--- src/logic/hpwc_pkg.sv ---
/*
 * hpwc_pkg: constants, register map and carrier types of the high pulse
 * width capture channel.
 * assumes: a single 200 MHz clock that also serves as the peripheral clock.
 */
`default_nettype none

package hpwc_pkg;

	// bus geometry
	localparam int unsigned ADDR_W = 8;
	localparam int unsigned DATA_W = 32;
	localparam int unsigned CNT_W  = 16;
	localparam int unsigned EVT_W  = 2;

	// register byte offsets
	localparam logic [ADDR_W-1:0] OFF_START   = 8'h00;
	localparam logic [ADDR_W-1:0] OFF_COUNT   = 8'h04;
	localparam logic [ADDR_W-1:0] OFF_CAPTURE = 8'h08;
	localparam logic [ADDR_W-1:0] OFF_STATUS  = 8'h0C;
	localparam logic [ADDR_W-1:0] OFF_MASK    = 8'h10;
	localparam logic [ADDR_W-1:0] OFF_PIN     = 8'h14;
	localparam logic [ADDR_W-1:0] OFF_PENDING = 8'h18;
	localparam logic [ADDR_W-1:0] OFF_GROUP   = 8'h1C;

	// field positions
	localparam int unsigned START_BIT   = 0;
	localparam int unsigned EVT_CAP_BIT = 0;
	localparam int unsigned EVT_OVF_BIT = 1;
	localparam int unsigned PIN_BIT     = 0;
	localparam int unsigned GROUP_BIT   = 0;

	// values after reset
	localparam logic             START_RST  = 1'b0;
	localparam logic [CNT_W-1:0] CNT_RST    = 16'h0000;
	localparam logic [CNT_W-1:0] CAP_RST    = 16'h0000;
	localparam logic [EVT_W-1:0] STATUS_RST = 2'h0;
	localparam logic [EVT_W-1:0] MASK_RST   = 2'h0;

	// counter limits
	localparam logic [CNT_W-1:0] CNT_MAX = 16'hFFFF;

	// count clock prescaler: peripheral clock divided by four
	localparam int unsigned PRE_DIV  = 4;
	localparam int unsigned PRE_W    = 2;
	localparam logic [PRE_W-1:0] PRE_LAST = PRE_W'(PRE_DIV - 1);

	// noise filter: equal samples needed, taken every peripheral clock
	localparam int unsigned FLT_SAMPLES = 3;

	// pending source codes, highest priority first
	localparam logic [1:0] PEND_NONE = 2'h0;
	localparam logic [1:0] PEND_OVF  = 2'h1;
	localparam logic [1:0] PEND_CAP  = 2'h2;

	typedef struct packed {
		logic [ADDR_W-1:0] addr;
		logic [DATA_W-1:0] wdata;
		logic              wr;
		logic              rd;
	} hpwc_bus_req_type;

	typedef struct packed {
		logic                   start;
		logic [PRE_W-1:0]       pre;
		logic [CNT_W-1:0]       cnt;
		logic [CNT_W-1:0]       cap;
		logic [EVT_W-1:0]       status;
		logic [EVT_W-1:0]       mask;
		logic                   pin_prev;
		logic [DATA_W-1:0]      rdata;
		logic                   irq;
	} hpwc_state_type;

	typedef struct packed {
		logic [FLT_SAMPLES-1:0] samples;
		logic                   level;
	} hpwc_flt_state_type;

endpackage : hpwc_pkg

`default_nettype wire

--- src/logic/hpwc_noise_filter.sv ---
/*
 * hpwc_noise_filter: digital noise filter for the capture input pin.
 * assumes: pin is synchronous to mclk_in; sampled on every undivided clock.
 */
`default_nettype none

module hpwc_noise_filter
	import hpwc_pkg::*;
(
	input  wire logic mclk_in,
	input  wire logic rst_n_in,
	input  wire logic ce_in,
	input  wire logic pin_in,
	output var  logic level_out
);

	hpwc_flt_state_type s_r;
	hpwc_flt_state_type s_nxt;

	// level follows only once all recent samples agree
	always_comb
	begin
		s_nxt = s_r;
		s_nxt.samples = {s_r.samples[FLT_SAMPLES-2:0], pin_in};
		if (&s_r.samples)
		begin
			s_nxt.level = 1'b1;
		end
		else if (~|s_r.samples)
		begin
			s_nxt.level = 1'b0;
		end
	end

	always_ff @(posedge mclk_in or negedge rst_n_in)
	begin
		if (!rst_n_in)
		begin
			s_r <= '0;
		end
		else if (ce_in)
		begin
			s_r <= s_nxt;
		end
	end

	assign level_out = s_r.level;

endmodule : hpwc_noise_filter

`default_nettype wire

--- src/logic/hpwc_top.sv ---
/*
 * hpwc_top: one timer channel measuring high pulse width by capture on
 * both edges of a filtered pin, with overflow and capture interrupts.
 * assumes: plain register port, read data one cycle after the read strobe;
 * capture pin synchronous to mclk_in; ce_in high for normal operation.
 */
// Chosen here: the plain strobed port and the register addresses.
`default_nettype none

module hpwc_top
	import hpwc_pkg::*;
(
	input  wire logic              mclk_in,
	input  wire logic              rst_n_in,
	input  wire logic              ce_in,
	input  wire hpwc_bus_req_type  bus_in,
	input  wire logic              capture_input_pin_in,
	output var  logic [DATA_W-1:0] rd_data_out,
	output var  logic              irq_out
);

	hpwc_state_type s_r;
	hpwc_state_type s_nxt;

	logic             pin_filtered;
	logic             count_tick;
	logic             pin_edge;
	logic             capture_evt;
	logic             overflow_evt;
	logic [EVT_W-1:0] evt_set;
	logic [EVT_W-1:0] evt_clr;
	logic [EVT_W-1:0] pending;
	logic [1:0]       pend_code;
	logic [DATA_W-1:0] rd_mux;
	logic             wr_start;
	logic             wr_status;
	logic             wr_mask;

	// filtered capture pin
	hpwc_noise_filter u_filter
	(
		.mclk_in   (mclk_in),
		.rst_n_in  (rst_n_in),
		.ce_in     (ce_in),
		.pin_in    (capture_input_pin_in),
		.level_out (pin_filtered)
	);

	// register write decode
	always_comb
	begin
		wr_start  = bus_in.wr && (bus_in.addr == OFF_START);
		wr_status = bus_in.wr && (bus_in.addr == OFF_STATUS);
		wr_mask   = bus_in.wr && (bus_in.addr == OFF_MASK);
	end

	// count clock: peripheral clock divided by four
	always_comb
	begin
		count_tick = s_r.start && (s_r.pre == PRE_LAST);
	end

	// edge detection on the filtered level, both directions
	always_comb
	begin
		pin_edge = pin_filtered != s_r.pin_prev;
	end

	// capture and overflow events
	always_comb
	begin
		capture_evt  = s_r.start && pin_edge;
		// a simultaneous clear wins over the wrap
		overflow_evt = count_tick && (s_r.cnt == CNT_MAX)
			&& !capture_evt;
	end

	// sticky event sets and write-one clears
	always_comb
	begin
		evt_set = '0;
		evt_set[EVT_CAP_BIT] = capture_evt;
		evt_set[EVT_OVF_BIT] = overflow_evt;
		evt_clr = '0;
		if (wr_status)
		begin
			evt_clr = bus_in.wdata[EVT_W-1:0];
		end
	end

	// unmasked pending requests and priority resolution
	always_comb
	begin
		pending = s_r.status & s_r.mask;
		if (pending[EVT_OVF_BIT])
		begin
			pend_code = PEND_OVF;
		end
		else if (pending[EVT_CAP_BIT])
		begin
			pend_code = PEND_CAP;
		end
		else
		begin
			pend_code = PEND_NONE;
		end
	end

	// read data multiplexer, unmapped addresses read zero
	always_comb
	begin
		rd_mux = '0;
		unique case (bus_in.addr)
			OFF_START:
			begin
				rd_mux[START_BIT] = s_r.start;
			end
			OFF_COUNT:
			begin
				rd_mux[CNT_W-1:0] = s_r.cnt;
			end
			OFF_CAPTURE:
			begin
				rd_mux[CNT_W-1:0] = s_r.cap;
			end
			OFF_STATUS:
			begin
				rd_mux[EVT_W-1:0] = s_r.status;
			end
			OFF_MASK:
			begin
				rd_mux[EVT_W-1:0] = s_r.mask;
			end
			OFF_PIN:
			begin
				rd_mux[PIN_BIT] = pin_filtered;
			end
			OFF_PENDING:
			begin
				rd_mux[1:0] = pend_code;
			end
			OFF_GROUP:
			begin
				rd_mux[GROUP_BIT] = s_r.status[EVT_OVF_BIT];
			end
			default:
			begin
				rd_mux = '0;
			end
		endcase
	end

	// next state of the whole channel
	always_comb
	begin
		s_nxt = s_r;

		// count start bit
		if (wr_start)
		begin
			s_nxt.start = bus_in.wdata[START_BIT];
		end

		// prescaler runs only while counting
		if (s_r.start)
		begin
			s_nxt.pre = s_r.pre + PRE_W'(1);
		end
		else
		begin
			s_nxt.pre = '0;
		end

		// filtered level history
		s_nxt.pin_prev = pin_filtered;

		// channel counter, standalone up-counting
		if (capture_evt)
		begin
			s_nxt.cap = s_r.cnt;
			s_nxt.cnt = '0;
		end
		else if (count_tick)
		begin
			// wraps to zero past the maximum
			s_nxt.cnt = s_r.cnt + CNT_W'(1);
		end

		// status: hardware set wins over software clear
		s_nxt.status = (s_r.status & ~evt_clr) | evt_set;

		// interrupt mask
		if (wr_mask)
		begin
			s_nxt.mask = bus_in.wdata[EVT_W-1:0];
		end

		// read data stands only in the cycle after the strobe
		if (bus_in.rd)
		begin
			s_nxt.rdata = rd_mux;
		end
		else
		begin
			s_nxt.rdata = '0;
		end

		// level interrupt from the next status and mask
		s_nxt.irq = |(s_nxt.status & s_nxt.mask);
	end

	// state register, frozen while ce_in is low
	always_ff @(posedge mclk_in or negedge rst_n_in)
	begin
		if (!rst_n_in)
		begin
			s_r.start    <= START_RST;
			s_r.pre      <= '0;
			s_r.cnt      <= CNT_RST;
			s_r.cap      <= CAP_RST;
			s_r.status   <= STATUS_RST;
			s_r.mask     <= MASK_RST;
			s_r.pin_prev <= 1'b0;
			s_r.rdata    <= '0;
			s_r.irq      <= 1'b0;
		end
		else if (ce_in)
		begin
			s_r <= s_nxt;
		end
	end

	// outputs straight from flip-flops
	assign rd_data_out = s_r.rdata;
	assign irq_out     = s_r.irq;

endmodule : hpwc_top

`default_nettype wire

--- config.mk ---
export PLATFORM = sky130hd
export DESIGN_NAME = hpwc_top
export DESIGN_NICKNAME = d
export VERILOG_FILES = /design/src/logic/hpwc_pkg.sv /design/src/logic/hpwc_noise_filter.sv /design/src/logic/hpwc_top.sv
export SDC_FILE = /design/constraint.sdc
export NUM_CORES = 1
export LEC_CHECK = 0
export ABC_AREA = 1
export ABC_CLOCK_PERIOD_IN_PS = 1900
export BUFFER_PORTS_ARGS = -buffer_cell sky130_fd_sc_hd__buf_2
export CAP_MARGIN = 20
export CORE_ASPECT_RATIO = 1.25
export CORE_MARGIN = 2
export CORE_UTILIZATION = 25
export CTS_CLUSTER_DIAMETER = 100
export CTS_CLUSTER_SIZE = 8
export DETAILED_ROUTE_END_ITERATION = 6
export GPL_TIMING_DRIVEN = 0
export SYNTH_ARGS = -nofsm -noshare
export SYNTH_HDL_FRONTEND = slang
export SYNTH_SLANG_ARGS = --single-unit
--- constraint.sdc ---
create_clock -name mclk_in -period 1.9 [get_ports mclk_in]
set_input_delay 0.38 -clock mclk_in [delete_from_list [all_inputs] [get_ports mclk_in]]
set_output_delay 0.38 -clock mclk_in [all_outputs]
set_load 0.03 [all_outputs]
==> summary.md <==
| Metric | Value |
|---|---|
| Max VDD drop | `0.4325 mV` |
| Placed Area | `3789 um^2` |
| Chip height | `133.2 um` |
| Global-route wire length before repair | `13,570 um` |
| Kind of critical path | `flip-flop to flip-flop` |
| Finished layout cell area | `4100 um^2` |
| Register bit count reported by yosys | `61` |
| DRT antenna net count | `0` |
| Yosys top cell by area | `dfrtp_1` |
| Startpoint Class | `flip-flop` |
| Critical path's top delay family | `simple AND/OR/NAND/NOR gates` |
| Post-route insts no fill | `658` |
| Initial antenna violation count | `1` |
| Initial core utilization | `0.2534` |
| PortBufs | `32` |
| Status | `completed` |
| Maxcap violations | `0` |
| Fmax achieved | `0.6226 GHz` |
| Slowest cell on crit path | `dfrtp_1` |
| Vias/cell | `4.422` |
| Power Density | `875.9 nW/um^2` |
| Req. time, crit path | `2.16 ns` |
| N_diodes | `0` |
| Clock sinks | `61` |
| Fin Clk Skew | `0.003111 ns` |
| CP endpoint kind | `flip-flop` |
| Core area | `13,170 um^2` |
| Setup Buffers After CTS | `0` |
| Post-route clock period utilization | `0.8453` |
| CP max FO | `6` |
| Final setup vio count | `0` |
| CTS Buffer Depth | `2` |
| Total Wirelength | `7906 um` |
| FF-to-FF Start | `s_r[55]` |
| R2R depth | `8` |
| Die width | `107.4 um` |
| Tot Pwr | `3.591 mW` |
| Final slew viol count | `0` |
| Clk slew on worst S/H paths | `0.05 ns` |
| TNS Setup | `0 ns` |
| Synth top area cells | `dfrtp_1 (46%), nand2_1 (11%), buf_4 (7.2%)` |
| Final Core Density | `0.3113` |
| Die area | `14,300 um^2` |
| CTS Root Cell | `clkbuf_16` |
| Post-synth cell types | `28` |
| Dpl ws | `0.2512 ns` |
| GRT Total Usage | `0.1206` |
| Syn. warnings | `0` |
| Number of DRC markers in iteration 0 | `130` |
| Post-DP HPWL | `6112 um` |
| Crit path top cell by count | `nand2_1` |
| Tmin final | `1.606 ns` |
| Worst-Skew Late Latency | `0.33 ns` |
| Area delta synth->final | `22.83%` |
| Mapped Avg Cell Area | `7.892 um^2` |
| Fin. Hold Viols | `0` |
| Routability cong. | `0.9116` |
| Final setup margin | `0.2939 ns` |
| Hold Slack | `0.05113 ns` |
| Critical-path cell list | `ha_1 -> nand3_1 -> nor2_4 -> and2_1 -> nand2_1 -> o21ai_1 -> nand2_1 -> nor2_1` |
| Ports | `79` |
| Arrival @ worst endpoint | `1.87 ns` |
| Global route overflow | `0` |
| CTS tree | `built` |
| Worst-Margin Slew | `0.5848 ns` |
| First-pass iteration count of the detailed router | `4` |
| Inserted Clock Buffers | `9` |
| Largest net degree at the start of global routing | `38` |
| Leakage dissipation | `2.171 nW` |
| Mapped Cells | `423` |
| RSZ-0062 raised after global routing | `no` |
| RR Endpoint | `s_r[66]` |
| Vias in the first global route | `2,891` |
| Post-synthesis sequential area ratio | `0.4573` |
| CTS resizes | `0` |
| # DRC | `0` |
| Relative slew slack | `0.6101` |
| Share of layout cells above drive strength 1 | `0.1992` |
| Critical Path Max Stage Delay | `0.40 ns` |
| Post-cts hold buffer count | `0` |
| R2R Setup Slk | `0.29 ns` |
| DR WL/cell | `12.02 um` |
| Layout Nets | `530` |
| Synth Cell Area | `3338 um^2` |
| Most frequent cells in the layout | `nand2_1 (96), dfrtp_1 (61), nand3_1 (43)` |
| Total number of vias | `2,910` |
| Placed insts | `642` |
| Yosys top cell area share | `0.4573` |
| Hold/Removal Path Class | `input port to asynchronous set/reset pin` |
| Core Rows | `47` |
| H-tree Lvls | `3` |
| Crit path buffers/inverters | `0` |
| Commonest non-fill, non-tap cell in the layout | `nand2_1` |
-- per-layer routing --
layer  vias to the layer above  GRT usage  share of wire
met4                         0    0.06909          0.024
met2                        58     0.2082           0.52
met1                      1366     0.1337           0.41
met3                        13    0.02984          0.043
li1                       1473          -              -
met5                         -          0              0
-- layout make-up --
type / count / area (um^2)
multi-input cells: 288 / 1380
well taps: 171 / 214.0
inverters: 44 / 165.2
plain buffers: 45 / 322.8
clock buffers: 12 / 266.5
clock inverters: 4 / 45.04
flip-flops and latches: 61 / 1526
fillers: 1410 / 9072
repair buffers: 33 / 180.2
-- worst max-delay path by stage --
| stage | slack [ns] | to | startpoint | cells past startpoint |
|---|---|---|---|---|
| after floorplan | 0.57 | s_r[66] | s_r[55] | 8 |
| after global placement | 0.26 | rd_data_out[0] | rst_n_in | 1 |
| after detailed placement | 0.25 | rd_data_out[13] | bus_in[41] | 8 |
| after CTS | 0.29 | s_r[66] | s_r[55] | 8 |
| after global routing | 0.16 | s_r[66] | s_r[55] | 8 |
| final | 0.29 | s_r[66] | s_r[55] | 8 |
-- worst register-to-register path: stages, from the launching register on --
cell and delay, ns:
dfrtp_1 0.40, ha_1 0.27, nand3_1 0.14, nor2_4 0.17, and2_1 0.15, nand2_1 0.11, o21ai_1 0.14, nand2_1 0.06
nor2_1 0.09
-- power breakdown --
group,internal (mW),switching (mW)
logic,0.143,0.331
registers,1.38,0.0652
clock network,1.11,0.557
-- cells in the mapped netlist --
cell type  number
inv_2           3
nor4_1          1
nand3_4         1
nor3_1          6
o21ai_1        10
inv_1          41
nand4_1         9
buf_6           4
a22o_1         15
o21ai_0        40
ha_1            2
and2_1          1
dfrtp_1        61
clkbuf_1        4
a22oi_1         1
a21oi_1        10
nor2_2          1
buf_2           3
nand2_1        96
buf_4          32
nor2_4          1
nand2_2         3
nand3_1        43
conb_1          1
a31oi_1         1
xor2_1          1
buf_1           2
nor2_1         30
-- kinds of logic (layout without fill, tap and decap cells) --
| group | count (synthesis) | in the layout | share of synthesized area |
|---|---|---|---|
| simple gates | 192 | 192 | 0.2519 |
| compound gates | 77 | 77 | 0.1334 |
| flops | 61 | 61 | 0.4573 |
| other cells | 1 | 16 | 0.001123 |
| xor+xnor | 1 | 1 | 0.002624 |
| buf+inv | 89 | 138 | 0.1462 |
| fa+ha+maj | 2 | 2 | 0.007495 |
-- state kept, by name, indices dropped and copies added (netlist names) --
signal and cells:
rd_data_out 16, s_r 40, u_filter.level_out 1, u_filter.s_nxt 2, irq_out 1, u_filter.s_r 1
Note: power is estimated with default switching activity, not from simulation.
